==> config.mk <==
export PLATFORM = sky130hd
export DESIGN_NAME = led_driver_status_config_regs
export DESIGN_NICKNAME = d
export VERILOG_FILES = /design/src/design/led_regs_pkg.sv /design/src/design/led_driver_status_config_regs.sv
export SDC_FILE = /design/constraint.sdc
export NUM_CORES = 1
export LEC_CHECK = 0
export BUFFER_PORTS_ARGS = -buffer_cell sky130_fd_sc_hd__buf_2
export CORE_AREA = 2 2 149 224
export DETAILED_ROUTE_END_ITERATION = 6
export DIE_AREA = 0 0 151 226
export PLACE_DENSITY_LB_ADDON = 0.1
export SYNTH_ARGS = -nofsm -noshare
export SYNTH_HDL_FRONTEND = slang
export SYNTH_SLANG_ARGS = --single-unit
==> constraint.sdc <==
create_clock -name clk -period 11.56 [get_ports clk]
set_clock_uncertainty 0.2 [all_clocks]
set_input_delay 2.312 -clock clk [delete_from_list [all_inputs] [get_ports clk]]
set_output_delay 2.312 -clock clk [all_outputs]
set_load 0.03 [all_outputs]
==> src/design/led_regs_pkg.sv <==
package led_regs_pkg;
	// serial management addresses, 8-bit register pointer space
	localparam logic [7:0] ADDR_ENABLE_HIGH   = 8'h00;
	localparam logic [7:0] ADDR_ENABLE_LOW    = 8'h01;
	localparam logic [7:0] ADDR_PERIOD_HIGH   = 8'h02;
	localparam logic [7:0] ADDR_PERIOD_LOW    = 8'h03;
	localparam logic [7:0] ADDR_TRIP_CODE     = 8'h04;
	localparam logic [7:0] ADDR_GND_SHORT     = 8'h35;
	localparam logic [7:0] ADDR_STR_SHORT     = 8'h37;
	localparam logic [7:0] ADDR_HELD_FAULT_HI = 8'h38;
	localparam logic [7:0] ADDR_HELD_FAULT_LO = 8'h39;
	localparam logic [7:0] ADDR_HELD_REG      = 8'h3B;
	localparam logic [7:0] ADDR_HELD_GND      = 8'h3D;
	localparam logic [7:0] ADDR_HELD_STR      = 8'h3F;
	localparam logic [7:0] ADDR_DRIVE_OK      = 8'h41;
	localparam logic [7:0] ADDR_HELD_DRIVE_OK = 8'h43;

	// reset values
	localparam logic [7:0]  RST_ENABLE_HIGH = 8'h03;
	localparam logic [7:0]  RST_ENABLE_LOW  = 8'hFF;
	localparam logic [12:0] RST_PERIOD      = 13'h0FFF;
	localparam logic [4:0]  RST_TRIP_CODE   = 5'h1C;

	// field widths
	localparam int PERIOD_HIGH_BITS = 5;
	localparam int HELD_FAULT_HI_W  = 4;

	// overvoltage trip: base volts plus one volt per code step
	localparam logic [5:0] TRIP_BASE_VOLTS = 6'h08;

	// dimming step and on-time ceiling
	localparam longint CLK_PERIOD_PS    = 5000;
	localparam longint STEP_TIME_PS     = 1500000;
	localparam longint ONTIME_MAX_US    = 9830;
	localparam longint STEP_CYCLES_L    = STEP_TIME_PS / CLK_PERIOD_PS;
	localparam longint ONTIME_STEPS_L   = (ONTIME_MAX_US * 64'd1000000) / STEP_TIME_PS;
	localparam logic [8:0]  STEP_CYCLES    = STEP_CYCLES_L[8:0];
	localparam logic [13:0] ONTIME_MAX_STEPS = ONTIME_STEPS_L[13:0];

	// bus framing
	localparam logic [3:0] BITS_PER_BYTE = 4'h8;
	localparam logic [3:0] LAST_BIT      = 4'h7;

	typedef enum logic [2:0] {
		ST_IDLE, ST_RECV, ST_SLAVE_ACK, ST_SEND, ST_MASTER_ACK
	} bus_state_t;

	// fault and status inputs from the analog sense logic
	typedef struct packed {
		logic [11:0] general;
		logic [7:0]  regulation_loss;
		logic [7:0]  ground_short;
		logic [7:0]  string_short;
		logic [7:0]  drive_ok;
		logic [7:0]  unpopulated;
	} fault_in_t;

	// settings handed to the boost and sink logic
	typedef struct packed {
		logic [7:0]  string_enable_byte;
		logic [12:0] pwm_period;
		logic [4:0]  overvoltage_code;
		logic [5:0]  overvoltage_volts;
		logic [13:0] on_time_limit;
	} config_out_t;
endpackage

==> src/design/led_driver_status_config_regs.sv <==
`timescale 1ns/1ps
// Function
// (RL1) enable byte bits switch strings, all on
// (RL2) host clears upper enable register to zero
// (RL3) enabled unpopulated string at startup halts, flags
// (RL4) host clears fault 11 by writing 0x0400
// (RL5) held faults latch until host write clears
// (RL6) live short status per string, read only
// (RL7) period is (N+1) steps of 1.5 us
// (RL8) period field resets to 0x0fff
// (RL9) on-time limited to 9.830 ms
// (RL10) host keeps period code within recommended range
// (RL11) trip point is 8 V plus code volts
// (RL12) overvoltage code resets to 0x1C
// (RL13) high byte first, reserved bits read zero
module led_driver_status_config_regs #(
	parameter logic [6:0] DEV_ADDR = 7'h2A // arbitrary bus address
) (
	// clock and reset
	input  wire logic                       clk,
	input  wire logic                       rst,
	// serial management pins, open drain
	input  wire logic                       scl_in,
	input  wire logic                       sda_in,
	output logic                            sda_out,
	output logic                            sda_oe,
	// analog sense and startup
	input  wire led_regs_pkg::fault_in_t    fault_in,
	input  wire logic                       startup_active,
	// settings and flags
	output led_regs_pkg::config_out_t       cfg_out,
	output logic                            fault_n,
	output logic                            startup_halt,
	output logic                            pwm_period_start
);
	led_regs_pkg::bus_state_t state_reg;
	logic        scl_q_reg, sda_q_reg, scl_prev_reg, sda_prev_reg;
	logic [3:0]  cnt_reg;
	logic [7:0]  rx_reg, tx_reg, ptr_reg;
	logic        addr_phase_reg, ptr_phase_reg, read_reg, mack_ok_reg, sda_out_reg;
	logic        wr_stb_reg;
	logic [7:0]  wr_addr_reg, wr_data_reg;
	logic [7:0]  enable_high_reg, enable_low_reg, period_low_reg;
	logic [4:0]  period_high_reg, trip_code_reg;
	logic [7:0]  gnd_live_reg, str_live_reg, drive_live_reg;
	logic [11:0] held_fault_reg, held_fault_next;
	logic [7:0]  held_reg_reg, held_gnd_reg, held_str_reg, held_drv_reg;
	logic [7:0]  held_reg_next, held_gnd_next, held_str_next, held_drv_next;
	logic        fault_n_reg, halt_reg, tick_reg;
	logic [8:0]  presc_reg;
	logic [12:0] step_reg;
	logic [7:0]  rd_data;
	logic        scl_rise, scl_fall, bus_start, bus_stop;
	logic [12:0] period_n;

	assign scl_rise  = scl_q_reg & ~scl_prev_reg;
	assign scl_fall  = ~scl_q_reg & scl_prev_reg;
	assign bus_start = scl_q_reg & scl_prev_reg & sda_prev_reg & ~sda_q_reg;
	assign bus_stop  = scl_q_reg & scl_prev_reg & ~sda_prev_reg & sda_q_reg;
	assign period_n  = {period_high_reg, period_low_reg}; // see (RL7)

	// pin sampling, inputs are already synchronous
	always_ff @(posedge clk or posedge rst) begin
		if (rst) begin
			scl_q_reg    <= 1'b1;
			sda_q_reg    <= 1'b1;
			scl_prev_reg <= 1'b1;
			sda_prev_reg <= 1'b1;
		end else begin
			scl_q_reg    <= scl_in;
			sda_q_reg    <= sda_in;
			scl_prev_reg <= scl_q_reg;
			sda_prev_reg <= sda_q_reg;
		end
	end

	// read mux; reserved and unmapped addresses return zero
	always_comb begin
		if (ptr_reg == led_regs_pkg::ADDR_ENABLE_HIGH) begin
			rd_data = enable_high_reg;
		end else if (ptr_reg == led_regs_pkg::ADDR_ENABLE_LOW) begin
			rd_data = enable_low_reg;
		end else if (ptr_reg == led_regs_pkg::ADDR_PERIOD_HIGH) begin
			rd_data = {3'h0, period_high_reg}; // see (RL13)
		end else if (ptr_reg == led_regs_pkg::ADDR_PERIOD_LOW) begin
			rd_data = period_low_reg;
		end else if (ptr_reg == led_regs_pkg::ADDR_TRIP_CODE) begin
			rd_data = {3'h0, trip_code_reg};
		end else if (ptr_reg == led_regs_pkg::ADDR_GND_SHORT) begin
			rd_data = gnd_live_reg; // see (RL6)
		end else if (ptr_reg == led_regs_pkg::ADDR_STR_SHORT) begin
			rd_data = str_live_reg;
		end else if (ptr_reg == led_regs_pkg::ADDR_HELD_FAULT_HI) begin
			rd_data = {4'h0, held_fault_reg[11:8]}; // see (RL13)
		end else if (ptr_reg == led_regs_pkg::ADDR_HELD_FAULT_LO) begin
			rd_data = held_fault_reg[7:0];
		end else if (ptr_reg == led_regs_pkg::ADDR_HELD_REG) begin
			rd_data = held_reg_reg;
		end else if (ptr_reg == led_regs_pkg::ADDR_HELD_GND) begin
			rd_data = held_gnd_reg;
		end else if (ptr_reg == led_regs_pkg::ADDR_HELD_STR) begin
			rd_data = held_str_reg;
		end else if (ptr_reg == led_regs_pkg::ADDR_DRIVE_OK) begin
			rd_data = drive_live_reg;
		end else if (ptr_reg == led_regs_pkg::ADDR_HELD_DRIVE_OK) begin
			rd_data = held_drv_reg;
		end else begin
			rd_data = 8'h00;
		end
	end

	// bus engine: address, pointer byte, then data with auto-increment
	always_ff @(posedge clk or posedge rst) begin
		if (rst) begin
			state_reg      <= led_regs_pkg::ST_IDLE;
			cnt_reg        <= 4'h0;
			rx_reg         <= 8'h00;
			tx_reg         <= 8'h00;
			ptr_reg        <= 8'h00;
			addr_phase_reg <= 1'b0;
			ptr_phase_reg  <= 1'b0;
			read_reg       <= 1'b0;
			mack_ok_reg    <= 1'b0;
			sda_oe         <= 1'b0;
			wr_stb_reg     <= 1'b0;
			wr_addr_reg    <= 8'h00;
			wr_data_reg    <= 8'h00;
		end else begin
			wr_stb_reg <= 1'b0;
			if (bus_start) begin
				state_reg      <= led_regs_pkg::ST_RECV;
				cnt_reg        <= 4'h0;
				addr_phase_reg <= 1'b1;
				sda_oe         <= 1'b0;
			end else if (bus_stop) begin
				state_reg <= led_regs_pkg::ST_IDLE;
				sda_oe    <= 1'b0;
			end else begin
				case (state_reg)
					led_regs_pkg::ST_RECV: begin
						if (scl_rise) begin
							rx_reg  <= {rx_reg[6:0], sda_q_reg};
							cnt_reg <= cnt_reg + 4'h1;
						end else if (scl_fall && cnt_reg == led_regs_pkg::BITS_PER_BYTE) begin
							state_reg <= led_regs_pkg::ST_SLAVE_ACK;
							sda_oe    <= 1'b1;
							if (addr_phase_reg) begin
								addr_phase_reg <= 1'b0;
								read_reg       <= rx_reg[0];
								ptr_phase_reg  <= ~rx_reg[0];
								if (rx_reg[7:1] != DEV_ADDR) begin
									state_reg <= led_regs_pkg::ST_IDLE; // not ours
									sda_oe    <= 1'b0;
								end
							end else if (ptr_phase_reg) begin
								ptr_reg       <= rx_reg;
								ptr_phase_reg <= 1'b0;
							end else begin
								wr_stb_reg  <= 1'b1;
								wr_addr_reg <= ptr_reg;
								wr_data_reg <= rx_reg;
								ptr_reg     <= ptr_reg + 8'h01; // see (RL13)
							end
						end
					end
					led_regs_pkg::ST_SLAVE_ACK: begin
						if (scl_fall) begin
							cnt_reg <= 4'h0;
							if (read_reg) begin
								state_reg <= led_regs_pkg::ST_SEND;
								tx_reg    <= rd_data;
								sda_oe    <= ~rd_data[7];
							end else begin
								state_reg <= led_regs_pkg::ST_RECV;
								sda_oe    <= 1'b0;
							end
						end
					end
					led_regs_pkg::ST_SEND: begin
						if (scl_fall) begin
							cnt_reg <= cnt_reg + 4'h1;
							if (cnt_reg == led_regs_pkg::LAST_BIT) begin
								state_reg <= led_regs_pkg::ST_MASTER_ACK;
								sda_oe    <= 1'b0;
								ptr_reg   <= ptr_reg + 8'h01;
							end else begin
								tx_reg <= {tx_reg[6:0], 1'b0};
								sda_oe <= ~tx_reg[6];
							end
						end
					end
					led_regs_pkg::ST_MASTER_ACK: begin
						if (scl_rise) begin
							mack_ok_reg <= ~sda_q_reg;
							if (sda_q_reg) begin
								state_reg <= led_regs_pkg::ST_IDLE; // host said no more
							end
						end else if (scl_fall && mack_ok_reg) begin
							state_reg <= led_regs_pkg::ST_SEND;
							cnt_reg   <= 4'h0;
							tx_reg    <= rd_data;
							sda_oe    <= ~rd_data[7];
						end
					end
					default: begin
						state_reg <= led_regs_pkg::ST_IDLE;
					end
				endcase
			end
		end
	end

	// open drain only ever pulls low
	always_ff @(posedge clk or posedge rst) begin
		if (rst) begin
			sda_out_reg <= 1'b0;
		end else begin
			sda_out_reg <= 1'b0;
		end
	end
	assign sda_out = sda_out_reg;

	// configuration registers; upper enable byte resets to an odd value until the host writes it
	always_ff @(posedge clk or posedge rst) begin
		if (rst) begin
			enable_high_reg <= led_regs_pkg::RST_ENABLE_HIGH; // see (RL2)
			enable_low_reg  <= led_regs_pkg::RST_ENABLE_LOW; // see (RL1)
			period_high_reg <= led_regs_pkg::RST_PERIOD[12:8]; // see (RL8)
			period_low_reg  <= led_regs_pkg::RST_PERIOD[7:0];
			trip_code_reg   <= led_regs_pkg::RST_TRIP_CODE; // see (RL12)
		end else if (wr_stb_reg) begin
			if (wr_addr_reg == led_regs_pkg::ADDR_ENABLE_HIGH) begin
				enable_high_reg <= wr_data_reg;
			end else if (wr_addr_reg == led_regs_pkg::ADDR_ENABLE_LOW) begin
				enable_low_reg <= wr_data_reg; // see (RL1)
			end else if (wr_addr_reg == led_regs_pkg::ADDR_PERIOD_HIGH) begin
				period_high_reg <= wr_data_reg[led_regs_pkg::PERIOD_HIGH_BITS-1:0];
			end else if (wr_addr_reg == led_regs_pkg::ADDR_PERIOD_LOW) begin
				period_low_reg <= wr_data_reg;
			end else if (wr_addr_reg == led_regs_pkg::ADDR_TRIP_CODE) begin
				trip_code_reg <= wr_data_reg[4:0];
			end
		end
	end

	// live status, a snapshot of the sense inputs
	always_ff @(posedge clk or posedge rst) begin
		if (rst) begin
			gnd_live_reg   <= 8'h00;
			str_live_reg   <= 8'h00;
			drive_live_reg <= 8'h00;
		end else begin
			gnd_live_reg   <= fault_in.ground_short; // see (RL6)
			str_live_reg   <= fault_in.string_short;
			drive_live_reg <= fault_in.drive_ok;
		end
	end

	// held faults: a new event wins over a clear in the same cycle
	always_comb begin
		held_fault_next = held_fault_reg;
		held_reg_next   = held_reg_reg;
		held_gnd_next   = held_gnd_reg;
		held_str_next   = held_str_reg;
		held_drv_next   = held_drv_reg;
		if (wr_stb_reg) begin
			if (wr_addr_reg == led_regs_pkg::ADDR_HELD_FAULT_HI) begin
				held_fault_next[11:8] = held_fault_reg[11:8]
					& ~wr_data_reg[led_regs_pkg::HELD_FAULT_HI_W-1:0]; // see (RL4)
			end else if (wr_addr_reg == led_regs_pkg::ADDR_HELD_FAULT_LO) begin
				held_fault_next[7:0] = held_fault_reg[7:0] & ~wr_data_reg;
			end else if (wr_addr_reg == led_regs_pkg::ADDR_HELD_REG) begin
				held_reg_next = held_reg_reg & ~wr_data_reg;
			end else if (wr_addr_reg == led_regs_pkg::ADDR_HELD_GND) begin
				held_gnd_next = held_gnd_reg & ~wr_data_reg;
			end else if (wr_addr_reg == led_regs_pkg::ADDR_HELD_STR) begin
				held_str_next = held_str_reg & ~wr_data_reg;
			end else if (wr_addr_reg == led_regs_pkg::ADDR_HELD_DRIVE_OK) begin
				held_drv_next = held_drv_reg & ~wr_data_reg;
			end
		end
		held_fault_next = held_fault_next | fault_in.general; // see (RL5)
		held_reg_next   = held_reg_next | fault_in.regulation_loss;
		held_gnd_next   = held_gnd_next | fault_in.ground_short;
		held_str_next   = held_str_next | fault_in.string_short;
		held_drv_next   = held_drv_next | ~fault_in.drive_ok;
	end

	always_ff @(posedge clk or posedge rst) begin
		if (rst) begin
			held_fault_reg <= 12'h000;
			held_reg_reg   <= 8'h00;
			held_gnd_reg   <= 8'h00;
			held_str_reg   <= 8'h00;
			held_drv_reg   <= 8'h00;
		end else begin
			held_fault_reg <= held_fault_next; // see (RL5)
			held_reg_reg   <= held_reg_next;
			held_gnd_reg   <= held_gnd_next;
			held_str_reg   <= held_str_next;
			held_drv_reg   <= held_drv_next;
		end
	end

	// startup check; halt is sticky so startup cannot slip past the error
	always_ff @(posedge clk or posedge rst) begin
		if (rst) begin
			fault_n_reg <= 1'b1;
			halt_reg    <= 1'b0;
		end else begin
			fault_n_reg <= ~(startup_active && |(fault_in.unpopulated & enable_low_reg)); // see (RL3)
			if (startup_active && |(fault_in.unpopulated & enable_low_reg)) begin
				halt_reg <= 1'b1; // see (RL3)
			end else if (!startup_active) begin
				halt_reg <= 1'b0;
			end
		end
	end
	assign fault_n      = fault_n_reg;
	assign startup_halt = halt_reg;

	// dimming period timer: prescaler wraps once per step, one tick per period of N+1 steps
	always_ff @(posedge clk or posedge rst) begin
		if (rst) begin
			presc_reg <= 9'h000;
			step_reg  <= 13'h0000;
			tick_reg  <= 1'b0;
		end else begin
			tick_reg <= 1'b0;
			if (presc_reg == led_regs_pkg::STEP_CYCLES - 9'h001) begin
				presc_reg <= 9'h000;
				if (step_reg >= period_n) begin
					step_reg <= 13'h0000; // see (RL7)
					tick_reg <= 1'b1;
				end else begin
					step_reg <= step_reg + 13'h0001;
				end
			end else begin
				presc_reg <= presc_reg + 9'h001;
			end
		end
	end
	assign pwm_period_start = tick_reg;

	// settings out, with derived trip volts and the on-time ceiling
	always_ff @(posedge clk or posedge rst) begin
		if (rst) begin
			cfg_out <= '0;
		end else begin
			cfg_out.string_enable_byte <= enable_low_reg; // see (RL1)
			cfg_out.pwm_period         <= period_n;
			cfg_out.overvoltage_code   <= trip_code_reg;
			cfg_out.overvoltage_volts  <= led_regs_pkg::TRIP_BASE_VOLTS
				+ {1'b0, trip_code_reg}; // see (RL11)
			cfg_out.on_time_limit      <= ({1'b0, period_n} + 14'h0001
				> led_regs_pkg::ONTIME_MAX_STEPS) ? led_regs_pkg::ONTIME_MAX_STEPS
				: {1'b0, period_n} + 14'h0001; // see (RL9)
		end
	end

	property p_enable_write;
		@(posedge clk) disable iff (rst)
		(wr_stb_reg && wr_addr_reg == led_regs_pkg::ADDR_ENABLE_LOW)
			|=> ##1 cfg_out.string_enable_byte == $past(wr_data_reg, 2);
	endproperty
	a_enable_write: assert property (p_enable_write) else $error("enable byte not applied"); // see (RL1)

	property p_fault_flag;
		@(posedge clk) disable iff (rst)
		(startup_active && |(fault_in.unpopulated & enable_low_reg)) |=> !fault_n && startup_halt;
	endproperty
	a_fault_flag: assert property (p_fault_flag) else $error("fault flag not raised"); // see (RL3)

	property p_held_set;
		@(posedge clk) disable iff (rst)
		fault_in.general != 12'h000
			|=> (held_fault_reg & $past(fault_in.general)) == $past(fault_in.general);
	endproperty
	a_held_set: assert property (p_held_set) else $error("general fault not held"); // see (RL5)

	property p_held_keep;
		@(posedge clk) disable iff (rst)
		!wr_stb_reg |=> (held_gnd_reg & $past(held_gnd_reg)) == $past(held_gnd_reg);
	endproperty
	a_held_keep: assert property (p_held_keep) else $error("held bit lost without write"); // see (RL5)

	property p_live;
		@(posedge clk) disable iff (rst)
		1'b1 |=> str_live_reg == $past(fault_in.string_short);
	endproperty
	a_live: assert property (p_live) else $error("live status stale"); // see (RL6)

	property p_period_tick;
		@(posedge clk) disable iff (rst)
		tick_reg |-> step_reg == 13'h0000 && presc_reg == 9'h000;
	endproperty
	a_period_tick: assert property (p_period_tick) else $error("period tick misplaced"); // see (RL7)

	property p_ontime_cap;
		@(posedge clk) disable iff (rst)
		1'b1 |=> cfg_out.on_time_limit <= led_regs_pkg::ONTIME_MAX_STEPS;
	endproperty
	a_ontime_cap: assert property (p_ontime_cap) else $error("on-time beyond ceiling"); // see (RL9)

	// volts lag the code by one register stage
	property p_trip_volts;
		@(posedge clk) disable iff (rst)
		1'b1 |=> cfg_out.overvoltage_volts == {1'b0, $past(trip_code_reg)} + 6'h08;
	endproperty
	a_trip_volts: assert property (p_trip_volts) else $error("trip volts wrong"); // see (RL11)

	property p_reserved_zero;
		@(posedge clk) disable iff (rst)
		ptr_reg == led_regs_pkg::ADDR_PERIOD_HIGH |-> rd_data[7:5] == 3'h0;
	endproperty
	a_reserved_zero: assert property (p_reserved_zero) else $error("reserved bits set"); // see (RL13)
endmodule

==> results of run 1 <==
==> power by group through the flow <==
stage                     clock (mW)  sequential [mW]  combinational [mW]
final                          0.781            0.897               0.380
after global routing           0.833            0.905               0.420
after CTS                      0.803            0.897               0.378
after detailed placement           0            0.910               0.376
after global placement             0            0.910               0.375
after floorplan                    0            0.880               0.289
==> routing by layer <==
metal	part of all wire (%)	track usage, %	up-vias
met4	4.1	8.200	0
li1	-	-	4114
met1	39	24.50	4382
met5	0	0	-
met3	3.7	2.061	69
met2	53	37.95	229
==> synth_stat cells (14+ instances only) <==
cell type	number
sky130_fd_sc_hd__a21o_1	43
sky130_fd_sc_hd__o22ai_1	16
sky130_fd_sc_hd__dfrtp_1	196
sky130_fd_sc_hd__mux2_2	47
sky130_fd_sc_hd__nand4_1	15
sky130_fd_sc_hd__xnor2_1	15
sky130_fd_sc_hd__o21ai_0	50
sky130_fd_sc_hd__a21oi_1	48
sky130_fd_sc_hd__ha_1	24
sky130_fd_sc_hd__nor2_1	66
sky130_fd_sc_hd__nand3_1	39
sky130_fd_sc_hd__and3_1	14
sky130_fd_sc_hd__clkbuf_1	30
sky130_fd_sc_hd__nor3_1	21
sky130_fd_sc_hd__nand2b_1	20
sky130_fd_sc_hd__nand2_1	146
sky130_fd_sc_hd__dfstp_2	30
sky130_fd_sc_hd__nor2b_1	18
sky130_fd_sc_hd__inv_1	31
==> area by class of cell <==
| type | instances | area (um2) |
|---|---|---|
| clock buffer | 37 | 690.7 |
| clock inverter | 7 | 91.34 |
| fill | 3257 | 19480 |
| inverter | 33 | 131.4 |
| multi-input combinational | 777 | 5021 |
| sequential | 226 | 5693 |
| tap | 415 | 519.2 |
| timing repair buffer | 115 | 598.1 |
==> final timing paths <==
check	start	cells past startpoint	slack, ps	endpoint
worst max-delay path	rst	4	7500	wr_data_reg[3]
worst min-delay path	scl_q_reg	0	190	scl_prev_reg
worst max register to register	ptr_reg[0]	8	7850	sda_oe
worst min register to register	scl_q_reg	0	190	scl_prev_reg
max in group clk	fault_n	1	7820	fault_n
min in group asynchronous	rst	2	1790	startup_halt
==> worst register-to-register path: cells and delay by family (launching register included) <==
kind	cells	cell delay, ps
AO/OA/AOI/OAI	4	1360
AND/OR/NAND/NOR	1	150
adder cells (fa/ha/maj)	1	780
buffers and inverters	2	690
flip-flops	1	450
==> logic make-up after synthesis <==
logic type / count (synthesis) / share of synthesized area [%]
buffers and inverters: 90 / 3.519
DFF: 226 / 51.31
and+or+nand+nor: 405 / 18.60
muxes: 53 / 5.312
other: 1 / 0.03380
AOI/OAI and AO/OA: 271 / 16.78
adders and majority gates: 24 / 2.707
xor gates and xnor gates: 22 / 1.737
==> metrics by stage <==
step                      cells  hold slack [ps]  area (um2)  setup WS (ps)  util [%]
after floorplan            1093            170.0       11100           2906         -
after global placement     1566            186.6       11960           6810     37.12
after detailed placement   1566            187.4       11960           6812     37.12
after CTS                  1610            187.2       12740           7363     39.55
after global routing       1610            201.2       12740           7099     39.55
final                      1610            186.2       12740           7503     39.55
==> qor.txt, run 1 <==
average instance area after synthesis -> 10.16 um2
Cell variety after synth -> 86
LEAKAGE -> 5.328 nW
cell types occupying the most area after synthesis -> sky130_fd_sc_hd__dfrtp_1 44%, sky130_fd_sc_hd__dfstp_2 7.1%, sky130_fd_sc_hd__nand2_1 4.9%
number of hold-slack violations in the final timing report -> 0
Root Driver -> sky130_fd_sc_hd__clkbuf_16
die area -> 0.03413 mm2
internal power consumption -> 1.427 mW
die span in y -> 226 um
CTS buffer count -> 25
period utilization -> 35.10%
most frequent cell on the critical path -> sky130_fd_sc_hd__buf_4
Ports -> 108
most used cells in the layout excluding fill and tap cells -> 196 x sky130_fd_sc_hd__dfrtp_1, 146 x sky130_fd_sc_hd__nand2_1, 106 x sky130_fd_sc_hd__buf_2, 66 x sky130_fd_sc_hd__nor2_1, 50 x sky130_fd_sc_hd__o21ai_0
actual transition at the worst max-transition pin -> 1069 ps
gpl congestion -> 0.9162
starting density of the core -> 34.42%
post-route ant nets -> 0
antenna violations before repair -> 0
Congestion Overflow GR -> 0
Crit path arrival time -> 4440 ps
layout net count -> 1259
most used flip-flop cell after synthesis -> sky130_fd_sc_hd__dfrtp_1
share of the synthesized area in the top cell type -> 44.21%
final HPWL from detailed placement -> 24970 um
global routing usage summed across all routing layers -> 20.69%
DRC violation count after routing -> 0
type of the most critical hold path -> flip-flop to flip-flop
relative area change from synthesis to final layout -> 14.88%
CTS max path bufs -> 3
top cell type by total area after synthesis -> sky130_fd_sc_hd__dfrtp_1
Slowest Stage Delay on Critical Path -> 660 ps
final routed wire length divided by cell count -> 21.44 um
WS Path Type -> primary input to asynchronous set/reset pin
number of enable-type register cells in the synthesized netlist -> 0
CTS tree -> yes
global-route wire length before repair -> 53520 um
Power Total -> 2.058 mW
Seq cells post-synth -> 226
via/cell ratio -> 5.462
net switching share of the total power -> 30.66%
# hold bufs at CTS -> 0
via count of the first global-routing pass -> 9003
post-CTS repair timing setup buffer count -> 0
Core Footprint -> 0.03223 mm2
port buffer count -> 106
Skew-Pair Late Insertion Delay -> 530 ps
share of layout cells above drive strength 1 -> 21.09%
Tmin final -> 4057 ps
critical path endpoint category -> asynchronous set/reset pin
share of power burned in combinational logic -> 18.5%
Cells after Synth -> 1092
number of design-rule violations left by the first detailed-router iteration -> 507
Post-Route Setup TNS -> 0 ps
maximum VDD drop -> 0.1193 mV
CP bufs+invs -> 4
Via Count -> 8794
diode count -> 0
max reg flops -> 43
part of the Yosys area used for sequential elements -> 51.31%
number of optimization iterations in the first detailed-route pass -> 5
outcome -> finished clean
final number of max-transition violations -> 0
clock tree sinks -> 226
kind of cell adding the most delay to the critical path -> buffers and inverters
Slowest cell on crit path -> sky130_fd_sc_hd__buf_4
total power divided by cell area -> 161.5 mW/mm2
clock share of power -> 38.0%
cells traversed along the worst timing path -> buf_2 -> inv_8 -> buf_4 -> buf_4
largest fanout of any net on the critical path -> 133
largest net degree at the start of global routing -> 134
PostCTS Resize Cnt -> 0
CTS clk-pin slew, worst paths -> 60 ps
switching power total -> 0.6310 mW
setup repair after global routing missed its margin -> no
aggregate routed wire length -> 34520 um
achievable clock frequency -> 0.2465 GHz
Startpoint Class -> primary input
leading cell type in the layout, fill and taps excluded -> sky130_fd_sc_hd__dfrtp_1
required time at the worst-slack endpoint -> 11950 ps
MaxCap Viol Count -> 0
setup-violating endpoint count in the final report -> 0
die boundary width -> 151 um
Warnings, synthesis -> 0
share of synthesized flip-flops with an asynchronous set or reset -> 100.0%
Post-Syn Area -> 0.01109 mm2
Max-Slew Margin vs Limit -> 28.22%
# rows -> 81
number of H-tree levels -> 1
register share of total power -> 43.6%
(Power assumes the default switching activity.)
==> inputs of run 2 (changes only) <==
==> constraint.sdc (replaced) <==
create_clock -name clk -period 4.2 [get_ports clk]
set_clock_uncertainty 0.2 [all_clocks]
set_input_delay 0.84 -clock clk [delete_from_list [all_inputs] [get_ports clk]]
set_output_delay 0.84 -clock clk [all_outputs]
set_load 0.03 [all_outputs]
==> run 2 against run 1 <==
The run now ends with DRC left. Clock-buffer cell count increased by 1. Setup slack worse by 6400 ps. Core utilization up 0.29 points. Via count about the same. Non-clock buffer count rose by 8. Design area is 0.74% higher. Global-route usage rose by 0.54 points. Sequential share of layout area decreased by 0.33 points. Routed wire length increased by 2.3%. Critical path type is now flip-flop to flip-flop. Largest cell class unchanged.
==> qor.txt, run 2 (synthesis gave the netlist of run 1 again) <==
Congestion Overflow GR -> 0 (unchanged)
Post-Route Setup TNS -> 0 ps (unchanged)
net switching share of the total power -> 30.16% (was 30.66%)
final number of max-transition violations -> 0 (unchanged)
switching power total -> 1.702 mW (was 0.6310 mW)
final HPWL from detailed placement -> 26190 um (was 24970 um)
period utilization -> 72.93%
leading cell type in the layout, fill and taps excluded -> sky130_fd_sc_hd__dfrtp_1 (unchanged)
LEAKAGE -> 5.377 nW (was 5.328 nW)
Root Driver -> sky130_fd_sc_hd__clkbuf_16 (unchanged)
aggregate routed wire length -> 35300 um (was 34520 um)
global routing usage summed across all routing layers -> 21.23% (was 20.69%)
starting density of the core -> 34.42% (unchanged)
die boundary width -> 151 um (unchanged)
diode count -> 0 (unchanged)
CTS buffer count -> 24 (was 25)
Ports -> 108 (unchanged)
via count of the first global-routing pass -> 9102 (was 9003)
required time at the worst-slack endpoint -> 4390 ps (was 11950 ps)
WS Path Type -> flip-flop to flip-flop (was primary input to asynchronous set/reset pin)
most used cells in the layout excluding fill and tap cells -> 196 x sky130_fd_sc_hd__dfrtp_1, 146 x sky130_fd_sc_hd__nand2_1, 106 x sky130_fd_sc_hd__buf_2, 66 x sky130_fd_sc_hd__nor2_1, 50 x sky130_fd_sc_hd__o21ai_0 (unchanged)
Startpoint Class -> flip-flop (was primary input)
antenna violations before repair -> 0 (unchanged)
post-route insts no fill -> 1618 (was 1610)
filler instances -> 3224 (was 3257)
setup-violating endpoint count in the final report -> 0 (unchanged)
outcome -> finished with violations (was finished clean)
clock share of power -> 37.2% (was 38.0%)
Tmin final -> 3063 ps
Via Count -> 8786 (was 8794)
number of hold-slack violations in the final timing report -> 0 (unchanged)
max reg flops -> 43 (unchanged)
DRC violation count after routing -> 7 (was 0)
CTS clk-pin slew, worst paths -> 60 ps (about the same)
number of optimization iterations in the first detailed-route pass -> 7 (was 5)
CTS tree -> yes (unchanged)
Skew-Pair Late Insertion Delay -> 530 ps (about the same)
global-route wire length before repair -> 54900 um (was 53520 um)
largest net degree at the start of global routing -> 98 (was 134)
number of design-rule violations left by the first detailed-router iteration -> 530 (was 507)
die span in y -> 226 um (unchanged)
gpl congestion -> 0.9317 (was 0.9162)
internal power consumption -> 3.942 mW (was 1.427 mW)
type of the most critical hold path -> flip-flop to flip-flop (unchanged)
post-CTS repair timing setup buffer count -> 0 (unchanged)
post-route ant nets -> 0 (unchanged)
relative area change from synthesis to final layout -> 15.72% (was 14.88%)
cell depth of the worst hold path -> 0 (unchanged)
Crit path arrival time -> 3250 ps (was 4440 ps)
reg2reg path depth -> 8 (unchanged)
die area -> 0.03413 mm2 (unchanged)
total power divided by cell area -> 439.6 mW/mm2 (was 161.5 mW/mm2)
Power Total -> 5.644 mW (was 2.058 mW)
maximum VDD drop -> 0.2739 mV (was 0.1193 mV)
utilization of the core after routing -> 39.84% (was 39.55%)
Max-Slew Margin vs Limit -> 28.16% (was 28.22%)
achievable clock frequency -> 0.3265 GHz
violated checks -> DRC
CTS max path bufs -> 3 (unchanged)
minimum setup slack among reg-to-reg paths -> 1140 ps (was 7850 ps)
share of power burned in combinational logic -> 18.9% (was 18.5%)
setup repair after global routing missed its margin -> no (unchanged)
# rows -> 81 (unchanged)
Cell Count Post-Placement -> 1573 (was 1566)
final routed wire length divided by cell count -> 21.82 um (was 21.44 um)
Core Footprint -> 0.03223 mm2 (unchanged)
largest fanout of any net on the critical path -> 25 (was 133)
register share of total power -> 43.9% (was 43.6%)
port buffer count -> 106 (unchanged)
PostCTS Resize Cnt -> 0 (unchanged)
# hold bufs at CTS -> 1 (was 0)
MaxCap Viol Count -> 0 (unchanged)
share of layout cells above drive strength 1 -> 21.70% (was 21.09%)
layout net count -> 1266 (was 1259)
clock tree sinks -> 226 (unchanged)
number of H-tree levels -> 1 (unchanged)
actual transition at the worst max-transition pin -> 1069 ps (about the same)
via/cell ratio -> 5.430 (was 5.462)
critical path endpoint category -> flip-flop (was asynchronous set/reset pin)
run 2: changes by cell type in the layout (fill, tap and decap cells not counted), sizes merged:
cell         before  now
clkinvlp          0    1
inv              32   30
dlygate4sd3       0    1
clkbuf           37   38
bufinv            2    1
clkinv            6    7
buf             115  122
run 2: per-stage QoR:
stage	hold WS (ps)	area, um2	setup slack, ps
6_report	190.1	12840	1137
4_1_cts	192.1	12840	1169
3_5_place_dp	186.2	12050	1209
3_3_place_gp	187.9	12050	1264
5_1_grt	197.8	12840	837.6
2_1_floorplan	170.0	11100	232.5
run 2: worst max-delay path, stage by stage (launching register included):
cell and delay [ps]:
sky130_fd_sc_hd__dfrtp_1 440, sky130_fd_sc_hd__inv_1 120, sky130_fd_sc_hd__ha_1 770, sky130_fd_sc_hd__buf_12 250
sky130_fd_sc_hd__nor2b_1 130, sky130_fd_sc_hd__a22o_1 210, sky130_fd_sc_hd__a222oi_1 350, sky130_fd_sc_hd__o32a_1 310
sky130_fd_sc_hd__o221ai_1 140
run 2: worst paths after layout:
path                            startpoint            endpoint
min in group asynchronous              rst         cfg_out[32]
worst min-delay path             scl_q_reg        scl_prev_reg
worst max-delay path            ptr_reg[1]           tx_reg[6]
worst min register to register   scl_q_reg        scl_prev_reg
max in group asynchronous              rst  held_fault_reg[10]
worst max register to register  ptr_reg[1]           tx_reg[6]
run 2: layout make-up:
type	count	area (um2)	share of cell area, %
clock inverters	6	55.05	0.4288
flip-flops and latches	226	5693	44.34
multi-input cells	777	5021	39.11
repair buffers	123	698.2	5.438
well taps	415	519.2	4.044
inverters	33	127.6	0.9940
clock buffers	38	724.4	5.643
run 2: per-layer routing:
metal	GRT usage [%]	up-vias	part of all wire [%]
met5	0	-	0
met4	9.979	0	5.0
met3	2.141	83	3.4
met2	39.46	238	54
met1	23.99	4353	38
li1	-	4112	-
run 2: power by group through the flow:
stage               sequential [mW]  clock (mW)  combinational [mW]
floorplan                      2.42           0               0.797
global placement               2.51           0                1.05
detailed placement             2.51           0                1.06
CTS                            2.47        2.18                1.06
global route                   2.50        2.25                1.18
finish                         2.48        2.10                1.07
==> inputs of run 3 (changes only) <==
==> constraint.sdc (replaced) <==
create_clock -name clk -period 2.8 [get_ports clk]
set_clock_uncertainty 0.2 [all_clocks]
set_input_delay 0.56 -clock clk [delete_from_list [all_inputs] [get_ports clk]]
set_output_delay 0.56 -clock clk [all_outputs]
set_load 0.03 [all_outputs]
==> run 3 against run 2 <==
The flow now finishes without violations. Design area is 6.7% higher. Maximum frequency rose by 14%. Final cell count grew 6.2%. Die area did not move. Sequential power increased by 49%. Hold slack got worse by 170 ps. Clock-buffer cell count fell by 1. Non-clock buffer count rose by 101. Clock power is 49% higher. Combinational power grew 72%. Sequential share of layout area shrank 2.8 points. Largest cell class unchanged.
==> qor.txt, run 3 (synthesis gave the netlist of run 1 again) <==
post-route insts no fill -> 1719 (was 1618)
Max-Slew Margin vs Limit -> 46.38% (was 28.16%)
die span in y -> 226 um (unchanged)
Skew-Pair Late Insertion Delay -> 530 ps (about the same)
storage element area -> 0.005693 mm2 (unchanged)
required time at the worst-slack endpoint -> 3020 ps (was 4390 ps)
relative area change from synthesis to final layout -> 23.44% (was 15.72%)
MaxCap Viol Count -> 0 (unchanged)
actual transition at the worst max-transition pin -> 804.3 ps (was 1069 ps)
layout net count -> 1367 (was 1266)
type of the most critical hold path -> primary input to flip-flop (was flip-flop to flip-flop)
aggregate routed wire length -> 35620 um (was 35300 um)
outcome -> finished clean (was finished with violations)
DRC violation count after routing -> 0 (was 7)
number of optimization iterations in the first detailed-route pass -> 5 (was 7)
setup-violating endpoint count in the final report -> 0 (unchanged)
WS Path Type -> flip-flop to flip-flop (unchanged)
maximum VDD drop -> 0.4181 mV (was 0.2739 mV)
origin of the worst setup path -> scl_prev_reg (was ptr_reg[1])
max reg flops -> 43 (unchanged)
Via Count -> 9157 (was 8786)
via count of the first global-routing pass -> 9171 (was 9102)
Startpoint Class -> flip-flop (unchanged)
global routing usage summed across all routing layers -> 21.29% (was 21.23%)
filler instances -> 3210 (was 3224)
antenna violations before repair -> 0 (unchanged)
clock tree sinks -> 226 (unchanged)
Post-Place Worst Slack -> 45.11 ps (was 1209 ps)
total power divided by cell area -> 632.6 mW/mm2 (was 439.6 mW/mm2)
final HPWL from detailed placement -> 26650 um (was 26190 um)
leading cell type in the layout, fill and taps excluded -> sky130_fd_sc_hd__dfrtp_1 (unchanged)
total area of multi-input combinational cells -> 0.005032 mm2 (was 0.005021 mm2)
Ports -> 108 (unchanged)
share of layout cells above drive strength 1 -> 24.62% (was 21.70%)
reg2reg path depth -> 6 (was 8)
setup repair after global routing missed its margin -> no (unchanged)
number of design-rule violations left by the first detailed-router iteration -> 521 (was 530)
via/cell ratio -> 5.327 (was 5.430)
Core Footprint -> 0.03223 mm2 (unchanged)
final number of max-transition violations -> 0 (unchanged)
most used cells in the layout excluding fill and tap cells -> 196 x sky130_fd_sc_hd__dfrtp_1, 146 x sky130_fd_sc_hd__nand2_1, 106 x sky130_fd_sc_hd__buf_2, 73 x sky130_fd_sc_hd__buf_4, 66 x sky130_fd_sc_hd__nor2_1 (was 196 x sky130_fd_sc_hd__dfrtp_1, 146 x sky130_fd_sc_hd__nand2_1, 106 x sky130_fd_sc_hd__buf_2, 66 x sky130_fd_sc_hd__nor2_1, 50 x sky130_fd_sc_hd__o21ai_0)
CTS buffer count -> 24 (unchanged)
Congestion Overflow GR -> 0 (unchanged)
final routed wire length divided by cell count -> 20.72 um (was 21.82 um)
number of H-tree levels -> 1 (unchanged)
total non-filler cell area in the finished layout -> 0.01369 mm2 (was 0.01284 mm2)
die area -> 0.03413 mm2 (unchanged)
LEAKAGE -> 5.834 nW (was 5.377 nW)
critical path endpoint category -> flip-flop (unchanged)
post-detailed-placement cell area -> 0.01246 mm2 (was 0.01205 mm2)
global-route wire length before repair -> 54800 um (was 54900 um)
Power Total -> 8.663 mW (was 5.644 mW)
port buffer count -> 106 (unchanged)
number of hold-slack violations in the final timing report -> 0 (unchanged)
CTS max path bufs -> 3 (unchanged)
worst reg2reg path endpoint -> tx_reg[1] (was tx_reg[6])
crit path setup slack, layout -> 122.6 ps (was 1137 ps)
die boundary width -> 151 um (unchanged)
CTS tree -> yes (unchanged)
final-layout worst hold slack -> 18.80 ps (was 190.1 ps)
# rows -> 81 (unchanged)
largest net degree at the start of global routing -> 87 (was 98)
r2r startpoint -> scl_prev_reg (was ptr_reg[1])
Root Driver -> sky130_fd_sc_hd__clkbuf_16 (unchanged)
Crit path arrival time -> 2890 ps (was 3250 ps)
endpoint of the worst setup timing path -> tx_reg[1] (was tx_reg[6])
diode count -> 0 (unchanged)
CTS clk-pin slew, worst paths -> 60 ps (about the same)
gpl congestion -> 0.9695 (was 0.9317)
minimum setup slack among reg-to-reg paths -> 120 ps (was 1140 ps)
Cell Count Post-Placement -> 1629 (was 1573)
period utilization -> 95.62% (was 72.93%)
Tmin final -> 2677 ps (was 3063 ps)
starting density of the core -> 34.42% (unchanged)
largest fanout of any net on the critical path -> 13 (was 25)
post-route ant nets -> 0 (unchanged)
achievable clock frequency -> 0.3735 GHz (was 0.3265 GHz)
[run 3: layer usage]
| layer | global-route usage, % | up-vias | wire [um] |
|---|---|---|---|
| met4 | 7.899 | 0 | 1279 |
| li1 | - | 4329 | - |
| met2 | 40.60 | 208 | 19610 |
| met3 | 2.182 | 62 | 1151 |
| met1 | 24.06 | 4558 | 13580 |
| met5 | 0 | - | 0 |
[run 3: how the worst min path moves through the flow]
stage                                 from            endpoint  depth (start not counted)
after floorplan           trip_code_reg[1]         cfg_out[15]                          0
after global placement           scl_q_reg        scl_prev_reg                          0
after detailed placement         scl_q_reg        scl_prev_reg                          0
after CTS                     fault_in[51]  held_fault_reg[11]                          2
after global routing          fault_in[44]   held_fault_reg[4]                          2
final                         fault_in[51]  held_fault_reg[11]                          2
[run 3: cell type report]
class                   instances  area share [%]
flip-flops and latches        226           41.57
multi-input cells             777           36.75
repair buffers                224           11.31
clock buffers                  37           5.190
well taps                     415           3.792
inverters                      33          0.9319
clock inverters                 7          0.4568
[run 3: critical path, cell delays in order, from the launching register on]
cell and delay, ps:
sky130_fd_sc_hd__dfstp_2 550, sky130_fd_sc_hd__nor2b_1 340, sky130_fd_sc_hd__a211oi_1 160, sky130_fd_sc_hd__or4b_4 670, sky130_fd_sc_hd__a22o_1 270, sky130_fd_sc_hd__a211o_1 220, sky130_fd_sc_hd__a21o_1 150
[run 3: stage by stage]
stage,TNS (ps),util [%]
global route,0,42.49
floorplan,-177820,-
detailed placement,0,38.65
CTS,0,42.39
finish,0,42.49
global placement,0,38.65
[run 3: where the power goes]
group / leakage, nW / internal, mW / total, mW / switching (mW)
combinational: 2.74 / 0.768 / 1.84 / 1.08
clock: 0.380 / 1.84 / 3.13 / 1.30
sequential: 2.71 / 3.45 / 3.69 / 0.235
total: 5.83 / 6.05 / 8.66 / 2.61
[run 3: timing repair]
| item | CTS | global route |
|---|---|---|
| hold endpoints to repair | 56 | 0 |
| setup endpoints to repair | 0 | 14 |
| gates resized for setup | 0 | 2 |
| hold buffers | 43 | 0 |
| buffers inserted | 0 | 3 |
